## config.mk

```make
export PLATFORM = sky130hd
export DESIGN_NAME = port2_pin_function_select
export DESIGN_NICKNAME = d
export VERILOG_FILES = /design/src/pinmux_pkg.sv /design/src/pin_fn_decode.sv /design/src/pin_sync.sv /design/src/port2_pin_function_select.sv
export SDC_FILE = /design/constraint.sdc
export NUM_CORES = 1
export LEC_CHECK = 0
export BUFFER_PORTS_ARGS = -buffer_cell sky130_fd_sc_hd__buf_2
export CORE_UTILIZATION = 50
export CTS_BUF_LIST = sky130_fd_sc_hd__clkbuf_8 sky130_fd_sc_hd__clkbuf_16
export DETAILED_ROUTE_END_ITERATION = 16
export GPL_TIMING_DRIVEN = 0
export MAX_ROUTING_LAYER = met4
export PLACE_DENSITY = 0.84
export REMOVE_ABC_BUFFERS = 1
export SYNTH_ARGS = -nofsm -noshare
export SYNTH_HDL_FRONTEND = slang
export SYNTH_SLANG_ARGS = --single-unit
```

## constraint.sdc

```tcl
create_clock -name CLK -period 3.6 [get_ports CLK]
set_clock_uncertainty 0.2 [all_clocks]
set_input_delay 0.72 -clock CLK [delete_from_list [all_inputs] [get_ports CLK]]
set_output_delay 0.72 -clock CLK [all_outputs]
set_load 0.01 [all_outputs]
```

## src/pinmux_pkg.sv

```systemverilog
// How it works
// - ext field 23:16, second 15:8, top reserved
// - pin code is extension, second, low bits
// - code zero routes pin to gpio
// - register at 0x08 resets to zero
// - pin5 maps mosi, uart tx, pwm3, sda
// - pin3 maps cs, pwm1, pll, data high, scl
// - pin2 maps clk, pwm0, data low, spi0 mosi
// - pin1 maps mosi, pwm7, valid, debug, crystal
// - pin0 maps miso, pwm6, converter clock
package pinmux_pkg;

  // ----------------------------------------
  // register map
  // ----------------------------------------
  localparam int NPIN = 8;
  localparam int ADDR_W = 8;
  localparam logic [ADDR_W-1:0] FUNC_SEL_OFS = 8'h08;
  localparam logic [31:0] FUNC_SEL_RST = 32'h0000_0000;
  localparam int EXT_LSB = 16;
  localparam int SEC_LSB = 8;
  localparam int LOW_LSB = 0;
  // low select bits exist only for pins 0,1,2,3,5
  localparam logic [7:0] LOW_MASK = 8'h2f;

  typedef struct packed {
    logic [7:0] ext;
    logic [7:0] sec;
    logic [7:0] low;
  } sel_t;

  typedef struct packed {
    logic dout;
    logic oe;
  } pad_t;

  // ----------------------------------------
  // pin functions
  // ----------------------------------------
  typedef enum logic [4:0] {
    FN_GPIO,
    FN_SPI1_MOSI,
    FN_SPI1_MISO,
    FN_SPI1_CS,
    FN_SPI1_CLK,
    FN_SPI0_MOSI,
    FN_UART1_TX,
    FN_I2C0_SDA,
    FN_I2C0_SCL,
    FN_PWM_CHANNEL0_OUTPUT,
    FN_PWM_CHANNEL1_OUTPUT,
    FN_PWM_CHANNEL3_OUTPUT,
    FN_PWM_CHANNEL6_OUTPUT,
    FN_PWM_CHANNEL7_OUTPUT,
    FN_PLL_CLOCK_BY_EIGHT,
    FN_CONV_DATA_HIGH,
    FN_CONV_DATA_LOW,
    FN_CONV_VALID,
    FN_CONV_CLOCK,
    FN_LINK_LAYER_DEBUG_BUS7,
    FN_CRYSTAL_QUICKSTART_CLOCK
  } fn_t;

  localparam int FN_COUNT = 21;

  // indexed [pin][{ext,second,low}]
  localparam fn_t FN_MAP [NPIN][8] = '{
    '{FN_GPIO, FN_SPI1_MISO, FN_PWM_CHANNEL6_OUTPUT, FN_CONV_CLOCK,
      FN_GPIO, FN_GPIO, FN_GPIO, FN_GPIO},
    '{FN_GPIO, FN_SPI1_MOSI, FN_PWM_CHANNEL7_OUTPUT, FN_CONV_VALID,
      FN_LINK_LAYER_DEBUG_BUS7, FN_GPIO, FN_CRYSTAL_QUICKSTART_CLOCK,
      FN_GPIO},
    '{FN_GPIO, FN_SPI1_CLK, FN_PWM_CHANNEL0_OUTPUT, FN_GPIO,
      FN_CONV_DATA_LOW, FN_GPIO, FN_SPI0_MOSI, FN_GPIO},
    '{FN_GPIO, FN_SPI1_CS, FN_PWM_CHANNEL1_OUTPUT, FN_PLL_CLOCK_BY_EIGHT,
      FN_CONV_DATA_HIGH, FN_GPIO, FN_I2C0_SCL, FN_GPIO},
    '{FN_GPIO, FN_GPIO, FN_GPIO, FN_GPIO,
      FN_GPIO, FN_GPIO, FN_GPIO, FN_GPIO},
    '{FN_GPIO, FN_SPI1_MOSI, FN_UART1_TX, FN_PWM_CHANNEL3_OUTPUT,
      FN_GPIO, FN_GPIO, FN_I2C0_SDA, FN_GPIO},
    '{FN_GPIO, FN_GPIO, FN_GPIO, FN_GPIO,
      FN_GPIO, FN_GPIO, FN_GPIO, FN_GPIO},
    '{FN_GPIO, FN_GPIO, FN_GPIO, FN_GPIO,
      FN_GPIO, FN_GPIO, FN_GPIO, FN_GPIO}
  };

endpackage

```

## src/pin_fn_decode.sv

```systemverilog
module pin_fn_decode
  import pinmux_pkg::*;
#(
  parameter int PIN = 0
)
(
  input wire logic [2:0] code,
  output fn_t fn
);

  // unlisted and reserved codes fall back to gpio in the table
  always_comb
  begin
    fn = FN_MAP[PIN][code];
  end

endmodule // pin_fn_decode

```

## src/pin_sync.sv

```systemverilog
module pin_sync
  import pinmux_pkg::*;
#(
  parameter int W = 8
)
(
  input wire logic CLK,
  input wire logic RST_B,
  input wire logic [W-1:0] async_in,
  output logic [W-1:0] sync_out
);

  logic [W-1:0] meta_r;

  // first stage feeds only the second stage
  always_ff @(posedge CLK or negedge RST_B)
  begin
    if (!RST_B)
    begin
      meta_r <= '0;
      sync_out <= '0;
    end
    else
    begin
      meta_r <= async_in;
      sync_out <= meta_r;
    end
  end

endmodule // pin_sync

```

## src/port2_pin_function_select.sv

```systemverilog
// Implementation choice: the strobed register port.
module port2_pin_function_select
  import pinmux_pkg::*;
(
  input wire logic CLK,
  input wire logic RST_B,
  input wire logic [ADDR_W-1:0] ADDR,
  input wire logic [31:0] WDATA,
  input wire logic WR,
  input wire logic RD,
  output logic [31:0] RDATA,
  input wire logic [NPIN-1:0] GPIO_DO,
  input wire logic [NPIN-1:0] GPIO_OE,
  output logic [NPIN-1:0] GPIO_DI,
  input wire logic [FN_COUNT-1:0] PERIPH_DO,
  input wire logic [FN_COUNT-1:0] PERIPH_OE,
  output logic [FN_COUNT-1:0] PERIPH_DI,
  input wire logic [NPIN-1:0] PAD_DI,
  output logic [NPIN-1:0] PAD_DO,
  output logic [NPIN-1:0] PAD_OE
);

  // ----------------------------------------
  // select register
  // ----------------------------------------
  sel_t sel_r;
  sel_t sel_nxt;
  logic sel_hit;

  assign sel_hit = (ADDR == FUNC_SEL_OFS);

  always_comb
  begin
    sel_nxt = sel_r;
    if (WR && sel_hit)
    begin
      sel_nxt.ext = WDATA[EXT_LSB +: 8];
      sel_nxt.sec = WDATA[SEC_LSB +: 8];
      sel_nxt.low = WDATA[LOW_LSB +: 8] & LOW_MASK;
    end
  end

  always_ff @(posedge CLK or negedge RST_B)
  begin
    if (!RST_B)
      sel_r <= FUNC_SEL_RST[23:0];
    else
      sel_r <= sel_nxt;
  end

  // ----------------------------------------
  // read port
  // ----------------------------------------
  // data stand only in the cycle after the strobe; zero elsewhere so
  // a stale value is never mistaken for a fresh read
  always_ff @(posedge CLK or negedge RST_B)
  begin
    if (!RST_B)
      RDATA <= '0;
    else if (RD && sel_hit)
      RDATA <= {8'h00, sel_r};
    else
      RDATA <= '0;
  end

  // ----------------------------------------
  // pad input synchroniser
  // ----------------------------------------
  logic [NPIN-1:0] pad_in_s;

  pin_sync #(
    .W(NPIN)
  ) u_pad_sync (
    .CLK(CLK),
    .RST_B(RST_B),
    .async_in(PAD_DI),
    .sync_out(pad_in_s)
  );

  // ----------------------------------------
  // per pin decode and output mux
  // ----------------------------------------
  logic [2:0] code [NPIN];
  fn_t fn [NPIN];
  pad_t pad_nxt [NPIN];
  pad_t pad_r [NPIN];

  genvar gi;
  generate
    for (gi = 0; gi < NPIN; gi++)
    begin : g_pin
      assign code[gi] = {sel_r.ext[gi], sel_r.sec[gi], sel_r.low[gi]};

      pin_fn_decode #(
        .PIN(gi)
      ) u_dec (
        .code(code[gi]),
        .fn(fn[gi])
      );

      always_comb
      begin
        if (fn[gi] == FN_GPIO)
        begin
          pad_nxt[gi].dout = GPIO_DO[gi];
          pad_nxt[gi].oe = GPIO_OE[gi];
        end
        else
        begin
          pad_nxt[gi].dout = PERIPH_DO[fn[gi]];
          pad_nxt[gi].oe = PERIPH_OE[fn[gi]];
        end
      end

      // registered so a select change never glitches the pad
      always_ff @(posedge CLK or negedge RST_B)
      begin
        if (!RST_B)
        begin
          pad_r[gi] <= '0;
        end
        else
        begin
          pad_r[gi] <= pad_nxt[gi];
        end
      end

      assign PAD_DO[gi] = pad_r[gi].dout;
      assign PAD_OE[gi] = pad_r[gi].oe;
    end
  endgenerate

  // ----------------------------------------
  // input return path
  // ----------------------------------------
  // gpio always sees its pad; a peripheral sees the lowest pin that
  // selects it, since two pins may carry the same spi1 mosi signal
  logic [FN_COUNT-1:0] periph_di_nxt;
  logic [FN_COUNT-1:0] periph_taken;

  always_comb
  begin
    periph_di_nxt = '0;
    periph_taken = '0;
    for (int p = 0; p < NPIN; p++)
    begin
      if (fn[p] != FN_GPIO && !periph_taken[fn[p]])
      begin
        periph_di_nxt[fn[p]] = pad_in_s[p];
        periph_taken[fn[p]] = 1'b1;
      end
    end
  end

  always_ff @(posedge CLK or negedge RST_B)
  begin
    if (!RST_B)
      PERIPH_DI <= '0;
    else
      PERIPH_DI <= periph_di_nxt;
  end

  always_ff @(posedge CLK or negedge RST_B)
  begin
    if (!RST_B)
      GPIO_DI <= '0;
    else
      GPIO_DI <= pad_in_s;
  end

  // ----------------------------------------
  // checks
  // ----------------------------------------
  logic first_r;

  always_ff @(posedge CLK or negedge RST_B)
  begin
    if (!RST_B)
      first_r <= 1'b1;
    else
      first_r <= 1'b0;
  end

  a_reset_all_gpio: assert property (
    @(posedge CLK) disable iff (!RST_B)
    first_r |-> (sel_r == '0) && (PAD_OE == '0))
    else $error("select register not clear after reset");

  a_write_fields: assert property (
    @(posedge CLK) disable iff (!RST_B)
    (WR && sel_hit) |=> (sel_r.ext == $past(WDATA[23:16]))
      && (sel_r.sec == $past(WDATA[15:8])))
    else $error("extension or second field not stored");

  a_read_reserved: assert property (
    @(posedge CLK) disable iff (!RST_B)
    RD |=> (RDATA[31:24] == 8'h00) && (RDATA[7:6] == 2'h0)
      && (RDATA[4] == 1'b0))
    else $error("reserved bits read non-zero");

  a_read_back: assert property (
    @(posedge CLK) disable iff (!RST_B)
    (WR && sel_hit) ##1 (RD && sel_hit) |=>
      RDATA[23:0] == ($past(WDATA[23:0], 2) & 24'hffff2f))
    else $error("readback differs from written value");

  generate
    for (gi = 0; gi < NPIN; gi++)
    begin : g_chk
      // the release edge still loads reset values, so start one later
      a_gpio_route: assert property (
        @(posedge CLK) disable iff (!RST_B)
        !first_r && (code[gi] == 3'h0) |=>
          (PAD_DO[gi] == $past(GPIO_DO[gi]))
          && (PAD_OE[gi] == $past(GPIO_OE[gi])))
        else $error("zero code does not route gpio");
    end
  endgenerate

  a_pin5_uart: assert property (
    @(posedge CLK) disable iff (!RST_B)
    (code[5] == 3'h2) |=> PAD_DO[5] == $past(PERIPH_DO[FN_UART1_TX]))
    else $error("pin 5 not driven by uart1 tx");

  a_pin5_reserved: assert property (
    @(posedge CLK) disable iff (!RST_B)
    (code[5] == 3'h5 || code[5] == 3'h7) |=>
      PAD_OE[5] == $past(GPIO_OE[5]))
    else $error("reserved pin 5 code left gpio");

  a_pin3_pll: assert property (
    @(posedge CLK) disable iff (!RST_B)
    (code[3] == 3'h3) |=>
      PAD_DO[3] == $past(PERIPH_DO[FN_PLL_CLOCK_BY_EIGHT]))
    else $error("pin 3 not driven by pll clock");

  a_pin2_spi0: assert property (
    @(posedge CLK) disable iff (!RST_B)
    (code[2] == 3'h6) |=> PAD_DO[2] == $past(PERIPH_DO[FN_SPI0_MOSI]))
    else $error("pin 2 not driven by spi0 mosi");

  a_pin1_crystal: assert property (
    @(posedge CLK) disable iff (!RST_B)
    (code[1] == 3'h6) |=>
      PAD_DO[1] == $past(PERIPH_DO[FN_CRYSTAL_QUICKSTART_CLOCK]))
    else $error("pin 1 not driven by crystal clock");

  a_pin0_conv: assert property (
    @(posedge CLK) disable iff (!RST_B)
    (code[0] == 3'h3) |=> PAD_DO[0] == $past(PERIPH_DO[FN_CONV_CLOCK]))
    else $error("pin 0 not driven by converter clock");

  a_pin0_miso: assert property (
    @(posedge CLK) disable iff (!RST_B)
    (code[0] == 3'h1) |=> PAD_DO[0] == $past(PERIPH_DO[FN_SPI1_MISO]))
    else $error("pin 0 not driven by spi1 miso");

  a_pin0_pwm: assert property (
    @(posedge CLK) disable iff (!RST_B)
    (code[0] == 3'h2) |=>
      PAD_DO[0] == $past(PERIPH_DO[FN_PWM_CHANNEL6_OUTPUT]))
    else $error("pin 0 not driven by pwm channel 6");

  a_pin1_valid: assert property (
    @(posedge CLK) disable iff (!RST_B)
    (code[1] == 3'h3) |=> PAD_DO[1] == $past(PERIPH_DO[FN_CONV_VALID]))
    else $error("pin 1 not driven by converter valid");

  a_pin1_debug: assert property (
    @(posedge CLK) disable iff (!RST_B)
    (code[1] == 3'h4) |=>
      PAD_DO[1] == $past(PERIPH_DO[FN_LINK_LAYER_DEBUG_BUS7]))
    else $error("pin 1 not driven by debug bit 7");

  a_pin2_clock: assert property (
    @(posedge CLK) disable iff (!RST_B)
    (code[2] == 3'h1) |=> PAD_DO[2] == $past(PERIPH_DO[FN_SPI1_CLK]))
    else $error("pin 2 not driven by spi1 clock");

  a_pin2_reserved: assert property (
    @(posedge CLK) disable iff (!RST_B)
    (code[2] == 3'h3 || code[2] == 3'h5 || code[2] == 3'h7) |=>
      PAD_OE[2] == $past(GPIO_OE[2]))
    else $error("reserved pin 2 code left gpio");

  a_pin3_cs: assert property (
    @(posedge CLK) disable iff (!RST_B)
    (code[3] == 3'h1) |=> PAD_DO[3] == $past(PERIPH_DO[FN_SPI1_CS]))
    else $error("pin 3 not driven by spi1 chip select");

  a_pin3_scl: assert property (
    @(posedge CLK) disable iff (!RST_B)
    (code[3] == 3'h6) |=> PAD_DO[3] == $past(PERIPH_DO[FN_I2C0_SCL]))
    else $error("pin 3 not driven by i2c0 scl");

  a_pin3_reserved: assert property (
    @(posedge CLK) disable iff (!RST_B)
    (code[3] == 3'h5 || code[3] == 3'h7) |=>
      PAD_OE[3] == $past(GPIO_OE[3]))
    else $error("reserved pin 3 code left gpio");

  a_pin5_mosi: assert property (
    @(posedge CLK) disable iff (!RST_B)
    (code[5] == 3'h1) |=> PAD_DO[5] == $past(PERIPH_DO[FN_SPI1_MOSI]))
    else $error("pin 5 not driven by spi1 mosi");

  a_pin5_sda: assert property (
    @(posedge CLK) disable iff (!RST_B)
    (code[5] == 3'h6) |=> PAD_DO[5] == $past(PERIPH_DO[FN_I2C0_SDA]))
    else $error("pin 5 not driven by i2c0 sda");

  a_unmapped_write: assert property (
    @(posedge CLK) disable iff (!RST_B)
    (WR && !sel_hit) |=> sel_r == $past(sel_r))
    else $error("write to unmapped address changed the register");

  a_low_reserved: assert property (
    @(posedge CLK) disable iff (!RST_B)
    (sel_r.low & ~LOW_MASK) == 8'h00)
    else $error("low select bit of a missing pin is set");

endmodule // port2_pin_function_select

```

Word level (Yosys, flattened, before mapping). Memory sizes are Yosys's and may differ from the RTL's. Cells that the tools add are included.

Register bits after elaboration: 106. Memory bits (writable): 0. Logic and storage cells: 225. Memories kept: 9. Output and inout bits: 77. Bits in latches: 0. Input port bits: 110. Bits in read-only memories: 352.

Eq/ne operators: 1. Multiply operators: 0. Multiplexer cells: 110. $lt $le $gt $ge: 24. Add/sub/neg operators: 0. Bitwise logic cells: 15. Shifts and indexed selects: 0. Divide/modulo/power cells: 0. Reduce and logical (&&, ||, !) cells: 42.

Memory list: (no name shown) (depth 8, bits a word 5, rd ports 1, clocked after memory_dff 0, write ports 0, RTL line pin_fn_decode.sv:14) `fn = FN_MAP[PIN][code];`; (no name shown) (depth 8, bits a word 5, rd ports 1, clocked after memory_dff 0, write ports 0, RTL line pin_fn_decode.sv:14); (no name shown) (depth 8, bits a word 5, rd ports 1, clocked after memory_dff 0, write ports 0, RTL line pin_fn_decode.sv:14); (no name shown) (depth 8, bits a word 5, rd ports 1, clocked after memory_dff 0, write ports 0, RTL line pin_fn_decode.sv:14); (no name shown) (depth 8, bits a word 5, rd ports 1, clocked after memory_dff 0, write ports 0, RTL line pin_fn_decode.sv:14); (no name shown) (depth 8, bits a word 5, rd ports 1, clocked after memory_dff 0, write ports 0, RTL line pin_fn_decode.sv:14); +3 memories.

Operators with widths (count): 2-to-1 mux 21 bit (15); bitwise mux 21 bit (7); OR 21 bit (6); binary-select mux 1 bit (select 5 bit) (23); 2-to-1 mux 5 bit (16); less-than comparator 5 x 6 -> 1 bit, second input constant (8); demux 1 bit (select 5 bit) (8); greater-or-equal comparator 5 x 1 -> 1 bit, second input constant (8); logical NOT 5 bit (8); nonzero test 5 bit (8); greater-or-equal comparator 4 bit, second input constant (8); 2-to-1 mux 1 bit (32); NOT 3 -> 4 bit (8); 2-to-1 mux 24 bit (1); bitwise AND 21 bit (1); logical AND 1 bit (18); 2-to-1 mux 2 bit (8); == test 8 x 4 -> 1 bit, second input constant (1); logical NOT 1 bit (8).

Depth between registers and ports, before layout. Gate-level depths: netlist of the first run.

Depth in word-level cells: 44. Depth in mapped cells: 5. Depth with buffers taken out: 4.

Modules after synthesis. A second synthesis of the first run with hierarchy kept.

Cell total of the unflattened synthesis: 1345. Area total of the unflattened synthesis: 11293.3 um^2.

Modules (own cells, without submodules): port2_pin_function_select (instances 1, area each 10495.1 um^2, cells each 1275, seq. area each 2177.1 um^2); pin_sync (instances 1, area each 400.4 um^2, cells each 16, seq. area each 400.4 um^2); pin_fn_decode at g_pin[4].u_dec ... (instances 3, area each 41.3 um^2, cells each 6, seq. area each 0.0 um^2); pin_fn_decode at g_pin[3].u_dec (instances 1, area each 61.3 um^2, cells each 10, seq. area each 0.0 um^2); pin_fn_decode at g_pin[2].u_dec (instances 1, area each 60.1 um^2, cells each 7, seq. area each 0.0 um^2); pin_fn_decode at g_pin[1].u_dec (instances 1, area each 56.3 um^2, cells each 7, seq. area each 0.0 um^2); pin_fn_decode at g_pin[5].u_dec (instances 1, area each 51.3 um^2, cells each 6, seq. area each 0.0 um^2); pin_fn_decode at g_pin[0].u_dec (instances 1, area each 45.0 um^2, cells each 6, seq. area each 0.0 um^2).

Worst setup path before layout of the first run. Ideal clock, no wire load.

Path type: input-to-reg. Start point: input ADDR[5]. End point: register sel_r (netlist bit code[10]). Setup slack: 1535 ps. Data required time: 3275 ps. Buffers on the path: 1. Arrival: 1740 ps. Setup time: 125 ps. Stages: 5. Cell sequence: nor4_1 > and4b_1 > nand2_2 > buf_6 > mux2_4.

Word-level cells in the longest chain between the ends: 2.

RTL lines: from (decl) (RTL line port2_pin_function_select.sv:7) `input wire logic [ADDR_W-1:0] ADDR,`; == test 8 x 4 -> 1 bit (RTL line port2_pin_function_select.sv:30) `assign sel_hit = (ADDR == FUNC_SEL_OFS);`; logical AND 1 bit (RTL line port2_pin_function_select.sv:35) `if (WR && sel_hit)`; to (signal assigned) (RTL line port2_pin_function_select.sv:46) `sel_r <= FUNC_SEL_RST[23:0];`; to (signal assigned) (RTL line port2_pin_function_select.sv:48) `sel_r <= sel_nxt;`; to (decl) (RTL line port2_pin_function_select.sv:26) `sel_t sel_r;`.

Every way passes these cells. A chain may end at the register's enable or synchronous reset.

Final worst setup path of the first run.
Start point: input ADDR[5]. End point: register sel_r (netlist bit code[7]).

The elaborated chain is that of the path after synthesis.

==> results of run 1 <==
==> metrics by stage <==
stage / utilization (%) / area [um^2]
floorplan: - / 3820
global placement: 63.8 / 4750
detailed placement: 64.2 / 4780
CTS: 66.8 / 4970
global route: 66.8 / 4970
finish: 66.8 / 4970
==> logic make-up (layout without fill, tap and decap cells) <==
group,Yosys count,count (layout),share of synthesized area [%]
flops,103,103,65.5
other cells,1,12,0.0953
compound gates,32,32,4.87
simple gates,88,88,12.7
mux,36,36,12.6
buf+inv,29,181,4.20
==> synth_stat cells, types with 9 or more instances <==
master	instances	area share (%)
dfrtp_1	103	66
and3_1	27	4.3
mux2_4	20	7.6
clkbuf_1	14	1.3
nand2_1	14	1.3
nor2b_1	14	2.2
nor2_1	12	1.1
buf_4	11	2.1
o21ai_0	10	1.3
a21oi_1	9	1.1
mux2_2	9	2.6
==> sequential cells by signal, summed over array words and instances (netlist names) <==
register / cells
GPIO_DI: 8
PAD_OE: 8
u_pad_sync.sync_out: 8
PAD_DO: 8
u_pad_sync.meta_r: 8
PERIPH_DI: 21
code: 21
RDATA: 21
==> worst max-delay path, cell delays in order <==
cell and delay (ns):
buf_2 0.10, nor4_1 0.24, and4b_1 0.74, nand2_2 0.62, mux2_4 0.47
==> area by class of cell <==
class / instances / area share [%]
clock inverters: 7 / 1.31
clock buffers: 9 / 2.49
well taps: 99 / 2.49
repair buffers: 163 / 16.9
multi-input cells: 168 / 24.8
flip-flops and latches: 103 / 51.8
inverters: 2 / 0.151
==> power breakdown <==
group	internal, mW	total [mW]	switching, mW
Sequential	1.20	1.23	0.0338
Clock	0.267	0.671	0.404
Combinational	0.103	0.195	0.0923
==> metal layers <==
metal | part of all wire (%) | vias up | track usage, %
li1 | - | 1289 | -
met2 | 50 | 113 | 32.8
met1 | 43 | 1309 | 25.9
met3 | 5.7 | 11 | 4.04
met5 | 0 | - | -
met4 | 1.4 | 0 | 7.53
==> worst max path at each step <==
stage	startpoint	to	slack (ns)	cells past startpoint
global route	ADDR[5]	code[7]	0.54	5
CTS	ADDR[5]	code[7]	0.74	5
detailed placement	ADDR[5]	code[1]	0.36	5
floorplan	ADDR[5]	code[10]	1.05	4
finish	ADDR[5]	code[7]	0.74	5
global placement	ADDR[5]	code[1]	0.38	5
==> flow_summary.toml, run 1 <==
[outcome]
status = "finished, final reports clean"

[critical_path]
cp_max_fo = 22
critPathKind = "input pin to flop"
r2r_cells = 2
end_kind = "flop"
cp.arrival_ns = 2.90
required_ns = 3.63
timing.rr.end = "PAD_DO[1]"
r2r_slack_ns = 1.83
reg2reg_from = "code[20]"
cp-start-kind = "input pin"

[min_path]
hold_path_depth = 0
hp-start = "u_pad_sync.meta_r[5]"
hold-path-endpoint = "u_pad_sync.sync_out[5]"
hold_class = "flop to flop"

[floorplan]
num_rows = 31
die_height_um = 90.7
io_pins = 187
dieWidth_um = 90.7
fp.coreArea_um2 = 7450
die-area_um2 = 8230
start_util_pct = 52.8

[sta]
maxSlewViolCount = 0
setup_viol = 0
worst_slew_pin_slew_ns = 0.771
timing.fmax_mhz = 349
fin_crit_sh_pct = 79.6
finalHoldViolations = 0
setup_ws_ns = 0.736
rsz0062_at_grt = "no"
min_period_ns = 2.86
hold_ws_ns = 0.153
maxSlewHeadroom_pct = 48.5
fin_setup_tns_ns = 0

[layout]
nFillCells = 581
stdcell_count = 551
final_common_cell = "buf_2"
seqCellArea_um2 = 2580
drive_above_1_share_pct = 46.7
multi_input_area_um2 = 1230
layout_common_cells = "buf_2, dfrtp_1, and3_1"
antennaDiodeCount = 0
final_net_count = 557
area_growth_pct = 26.4

[synthesis]
syn_area_um2 = 3930
ys.flop_type = "dfrtp_1"
synth-async-reset-ratio_pct = 100
synth-edff-count = 0
post_synth.cell_area_avg_um2 = 13.6
ys_warn_count = 0
ys_types = 33
ys_seq_area_share_pct = 65.5
ys_ff_latch = 103
netlist_instances = 289

[power]
ir_drop_mv = 0.256
p_leak_nw = 2.78
power_mw = 2.10
p_per_area_nw_per_um2 = 422

[cts]
cts_resized = 0
cts_tree = "yes"
cts-buffers-inserted = 9
htreeDepth = 3
hold_buffers = 0
clockBufferDepth = 2
post_cts.repair.setup_buffers = 0
insertion_delay_ns = 0.35
cts.sinks = 103
path_clk_slew_ns = 0.10
clockRootBuffer = "clkbuf_8"

[routing]
drt_iter0_drc = 64
ant_nets = 0
avgRoutedWirePerCell_um = 14.3
via_per_inst = 4.94
finalWirelength_mm = 7.86
vias = 2722
drc = 0
dr.pass1.iters = 4

[grt]
grt_start_max_net_pins = 55
grt_pass1_wl_mm = 12.7
antenna_found_initial = 0
overflow = 0
track_usage_pct = 20.4
grt_pass1_vias = 2649

[placed_design]
dp_hpwl_mm = 5.64
place_ws_ns = 0.362
gp_congestion = 0.801
place_inst = 535
port_buffers = 162

[run]
drv_cap = 0
(Power assumes the default switching activity.)
==> inputs of run 2 (changes only) <==
--- a/config.mk
+++ b/config.mk
@@ -6,12 +6,12 @@
 export NUM_CORES = 1
 export LEC_CHECK = 0
 export BUFFER_PORTS_ARGS = -buffer_cell sky130_fd_sc_hd__buf_2
-export CORE_UTILIZATION = 50
+export CORE_UTILIZATION = 42
 export CTS_BUF_LIST = sky130_fd_sc_hd__clkbuf_8 sky130_fd_sc_hd__clkbuf_16
 export DETAILED_ROUTE_END_ITERATION = 16
 export GPL_TIMING_DRIVEN = 0
 export MAX_ROUTING_LAYER = met4
-export PLACE_DENSITY = 0.84
+export PLACE_DENSITY = 0.75
 export REMOVE_ABC_BUFFERS = 1
 export SYNTH_ARGS = -nofsm -noshare
 export SYNTH_HDL_FRONTEND = slang
==> constraint.sdc (replaced) <==
create_clock -name CLK -period 2.3 [get_ports CLK]
set_clock_uncertainty 0.2 [all_clocks]
set_input_delay 0.46 -clock CLK [delete_from_list [all_inputs] [get_ports CLK]]
set_output_delay 0.46 -clock CLK [all_outputs]
set_load 0.01 [all_outputs]
==> run 2 against run 1 <==
- flip-flop and latch count unchanged
- cell area rose by 3.4%
- setup slack worse by 0.48 ns
- core utilization fell by 8.9 points
- highest routed layer unchanged
- combinational power is 66% higher
==> flow_summary.toml, run 2 (synthesis gave the netlist of run 1 again) <==
[outcome]
status = "finished, final reports clean"

[min_path]
hp-start = "GPIO_OE[6]"
hold-path-endpoint = "PAD_OE[6]"
hold_path_depth = 1
hold_class = "input pin to flop"

[routing]
via_per_inst = 4.83
finalWirelength_mm = 8.16
vias = 2770
ant_nets = 0
dr.pass1.iters = 6
drc = 0
avgRoutedWirePerCell_um = 14.2
drt_iter0_drc = 61

[grt]
grt_pass1_wl_mm = 13.1
grt_start_max_net_pins = 70
antenna_found_initial = 0
track_usage_pct = 17.9
grt_pass1_vias = 2761
overflow = 0

[critical_path]
r2r_slack_ns = 0.54
cp.arrival_ns = 2.08
reg2reg_from = "code[20]"
r2r_cells = 2
cp_max_fo = 22
critPathKind = "input pin to flop"
end_kind = "flop"
cp-start-kind = "input pin"
timing.rr.end = "PAD_DO[1]"
required_ns = 2.33

[sta]
rsz0062_at_grt = "no"
maxSlewViolCount = 0
fin_setup_tns_ns = 0
hold_ws_ns = 0.0304
setup_viol = 0
fin_crit_sh_pct = 88.9
finalHoldViolations = 0
timing.fmax_mhz = 489
min_period_ns = 2.05

[power]
power_frac_comb_pct = 9.6
p_leak_nw = 2.86
power_mw = 3.39
pwr-share-clk_pct = 33.5
intPower_mw = 2.57
pwr-share-seq_pct = 56.9
netSwitchingFraction_pct = 24.2
p_sw_mw = 0.819
ir_drop_mv = 0.270
p_per_area_nw_per_um2 = 659

[layout]
final_common_cell = "buf_2"
drive_above_1_share_pct = 45.5
post-route-util_pct = 57.8
final_net_count = 571
antennaDiodeCount = 0
area_growth_pct = 30.7
stdcell_count = 574
layout_common_cells = "buf_2, dfrtp_1, and3_1"

[floorplan]
num_rows = 34
start_util_pct = 44.2
fp.coreArea_um2 = 8890
dieWidth_um = 98.8
die_height_um = 98.8
io_pins = 187
die-area_um2 = 9760

[cts]
htreeDepth = 3
clockRootBuffer = "clkbuf_8"
cts.sinks = 103
insertion_delay_ns = 0.35
clockBufferDepth = 2
path_clk_slew_ns = 0.08
cts_tree = "yes"
cts-buffers-inserted = 9

[placed_design]
port_buffers = 162
place_inst = 544
dp_hpwl_mm = 5.75
gp_congestion = 0.808

[run]
drv_cap = 0
run 2: changes by cell type in the layout (fill, tap and decap cells not counted):
cell / delta
dlygate4sd3_1: +14
clkinv_2: +2
clkinv_4: -2
and4b_1: -1
and4b_2: +1
bufinv_16: +1
clkinvlp_4: -1
inv_6: +1
inv_8: -1
nand2_2: -1
nand2_4: +1
run 2: worst max path at each step:
stage / startpoint / cells past startpoint / endpoint
global route: ADDR[5] / 5 / code[16]
global placement: ADDR[5] / 5 / code[5]
CTS: ADDR[5] / 5 / code[20]
floorplan: ADDR[5] / 4 / code[10]
finish: ADDR[5] / 5 / code[20]
detailed placement: ADDR[5] / 5 / code[15]
run 2: stage by stage:
step | setup slack [ns] | cell area, um^2
2_1_floorplan | 0.00994 | 3820
3_5_place_dp | -0.688 | 4790
3_3_place_gp | -0.646 | 4760
5_1_grt | 0.154 | 5140
6_report | 0.254 | 5140
4_1_cts | 0.257 | 5140
run 2: power by group through the flow:
stage               Sequential [mW]  Clock (mW)  Combinational, mW
floorplan                      1.97           0              0.109
global placement               1.96           0              0.294
detailed placement             1.97           0              0.310
CTS                            1.93        1.19              0.329
global route                   1.94        1.26              0.361
finish                         1.93        1.14              0.324
run 2: final cells by class:
| type | count | area, um^2 |
|---|---|---|
| repair buffers | 177 | 981 |
| fillers | 753 | 3750 |
| inverters | 2 | 7.51 |
| well taps | 108 | 135 |
| clock inverters | 7 | 77.6 |
| multi-input cells | 168 | 1240 |
| clock buffers | 9 | 124 |
| flip-flops and latches | 103 | 2580 |
run 2: per-layer routing:
metal | GRT usage (%) | wire length (um)
met1 | 21.6 | 3440
met4 | 5.51 | 93
met2 | 30.1 | 4150
met5 | - | 0
met3 | 3.83 | 469
run 2: timing repair:
item | in CTS | in global routing
hold endpoints to repair | 47 | 0
buffers inserted | 0 | 0
gates resized for setup | 2 | 0
hold buffers | 14 | 0
endpoints found under the setup margin | 21 | 0
run 2: critical path, stage by stage:
cell,delay [ns]
buf_2,0.09
nor4_1,0.24
and4b_2,0.55
nand2_4,0.32
mux2_4,0.38
==> inputs of run 3 (changes only) <==
--- a/config.mk
+++ b/config.mk
@@ -6,12 +6,12 @@
 export NUM_CORES = 1
 export LEC_CHECK = 0
 export BUFFER_PORTS_ARGS = -buffer_cell sky130_fd_sc_hd__buf_2
-export CORE_UTILIZATION = 42
+export CORE_UTILIZATION = 40
 export CTS_BUF_LIST = sky130_fd_sc_hd__clkbuf_8 sky130_fd_sc_hd__clkbuf_16
 export DETAILED_ROUTE_END_ITERATION = 16
 export GPL_TIMING_DRIVEN = 0
 export MAX_ROUTING_LAYER = met4
-export PLACE_DENSITY = 0.75
+export PLACE_DENSITY = 0.72
 export REMOVE_ABC_BUFFERS = 1
 export SYNTH_ARGS = -nofsm -noshare
 export SYNTH_HDL_FRONTEND = slang
==> run 3 against run 2 <==
- critical path depth is the same
- setup slack lost 0.022 ns
- die area grew 4.9%
- sequential share of layout area down 0.23 points
- largest power group unchanged
- core utilization is 2.7 points lower
- wire length rose by 1.6%
- first-iteration DRC count is 16% higher
- register-to-register slack lost 0.02 ns
- non-clock buffer count increased by 1
- highest routed layer unchanged
- hold slack improved by 0.090 ns
- global-route usage down 0.20 points
- total power decreased by 1.9%
==> flow_summary.toml, run 3 (synthesis gave the netlist of run 1 again) <==
[critical_path]
r2r_slack_ns = 0.52
end_kind = "flop"
required_ns = 2.35
cp_max_fo = 22
critPathKind = "input pin to flop"
reg2reg_from = "code[20]"
cp-start-kind = "input pin"
crit_end = "code[18]"
timing.rr.end = "PAD_DO[1]"
cp.arrival_ns = 2.11
r2r_cells = 2
crit_path_start = "ADDR[5]"

[floorplan]
num_rows = 35
die-area_um2 = 10200
fp.coreArea_um2 = 9370
start_util_pct = 42.0
die_height_um = 101
dieWidth_um = 101
io_pins = 187

[layout]
final_common_cell = "buf_2"
seqCellArea_um2 = 2580
layout_common_cells = "buf_2, dfrtp_1, and3_1"
antennaDiodeCount = 0
post-route-util_pct = 55.1
area_growth_pct = 31.3
drive_above_1_share_pct = 45.4
nFillCells = 832
final_net_count = 572
stdcell_count = 596
multi_input_area_um2 = 1240
final_area_um2 = 5160

[cts]
cts.sinks = 103
post_cts.repair.setup_buffers = 0
insertion_delay_ns = 0.36
cts-buffers-inserted = 9
path_clk_slew_ns = 0.10
clockRootBuffer = "clkbuf_8"
cts_tree = "yes"
htreeDepth = 3
clockBufferDepth = 2

[grt]
overflow = 0
antenna_found_initial = 0
grt_pass1_vias = 2812
grt_pass1_wl_mm = 13.2
grt_start_max_net_pins = 66
track_usage_pct = 17.7

[sta]
min_period_ns = 2.07
rsz0062_at_grt = "no"
setup_ws_ns = 0.232
fin_setup_tns_ns = 0
hold_ws_ns = 0.121
finalHoldViolations = 0
maxSlewHeadroom_pct = 66.6
maxSlewViolCount = 0
worst_slew_pin_slew_ns = 0.500
timing.fmax_mhz = 484
fin_crit_sh_pct = 89.9
setup_viol = 0

[routing]
via_per_inst = 4.70
vias = 2802
avgRoutedWirePerCell_um = 13.9
ant_nets = 0
dr.pass1.iters = 4
drt_iter0_drc = 71
finalWirelength_mm = 8.29
drc = 0

[placed_design]
dp_hpwl_mm = 5.76
gp_congestion = 0.803
placed_area_um2 = 4820
port_buffers = 162
place_ws_ns = -0.761
place_inst = 565

[min_path]
hp-start = "WDATA[9]"
hold_class = "input pin to flop"

[outcome]
status = "finished, final reports clean"

[power]
power_mw = 3.32
p_leak_nw = 2.85
p_per_area_nw_per_um2 = 643
ir_drop_mv = 0.281

[run]
drv_cap = 0
## run 3: worst min path at each step
stage	to	slack [ns]	depth (start not counted)
final	code[19]	0.12	2
after global routing	code[12]	0.09	2
after CTS	code[19]	0.1	2
after detailed placement	GPIO_DI[4]	0.13	0
after global placement	u_pad_sync.sync_out[0]	0.13	0
after floorplan	GPIO_DI[0]	-0.04	0
## run 3: final cells by class
class                      instances  share of cell area (%)
clock inverter                     6                   0.993
inverter                           2                   0.145
sequential                       103                    49.9
multi-input combinational        168                    24.0
clock buffer                      10                    2.66
tap                              129                    3.13
timing repair buffer             178                    19.2
## run 3: power by group
group	switching (mW)	leakage [nW]	internal (mW)	total [mW]
registers	0.0540	1.34	1.88	1.93
clock network	0.627	0.0992	0.441	1.07
logic	0.148	1.41	0.177	0.325
total	0.829	2.85	2.49	3.32
## run 3: routing by layer
layer	vias to the layer above	routed length, um	share of wire [%]	GRT usage, %
met5	-	0	0	-
met4	0	131	1.6	6.80
met3	14	593	7.2	5.04
met2	128	4040	49	27.7
met1	1335	3530	43	21.8
li1	1325	-	-	-
## run 3: worst max-delay path: stages
cell and delay (ns):
buf_2 0.09, nor4_1 0.24, and4b_2 0.56, nand2_4 0.35, mux2_4 0.39
## run 3: repair_timing
item	in CTS	in global routing
endpoints found under the hold margin	52	0
resized for setup	2	0
hold buffers	15	0
setup endpoints to repair	21	0
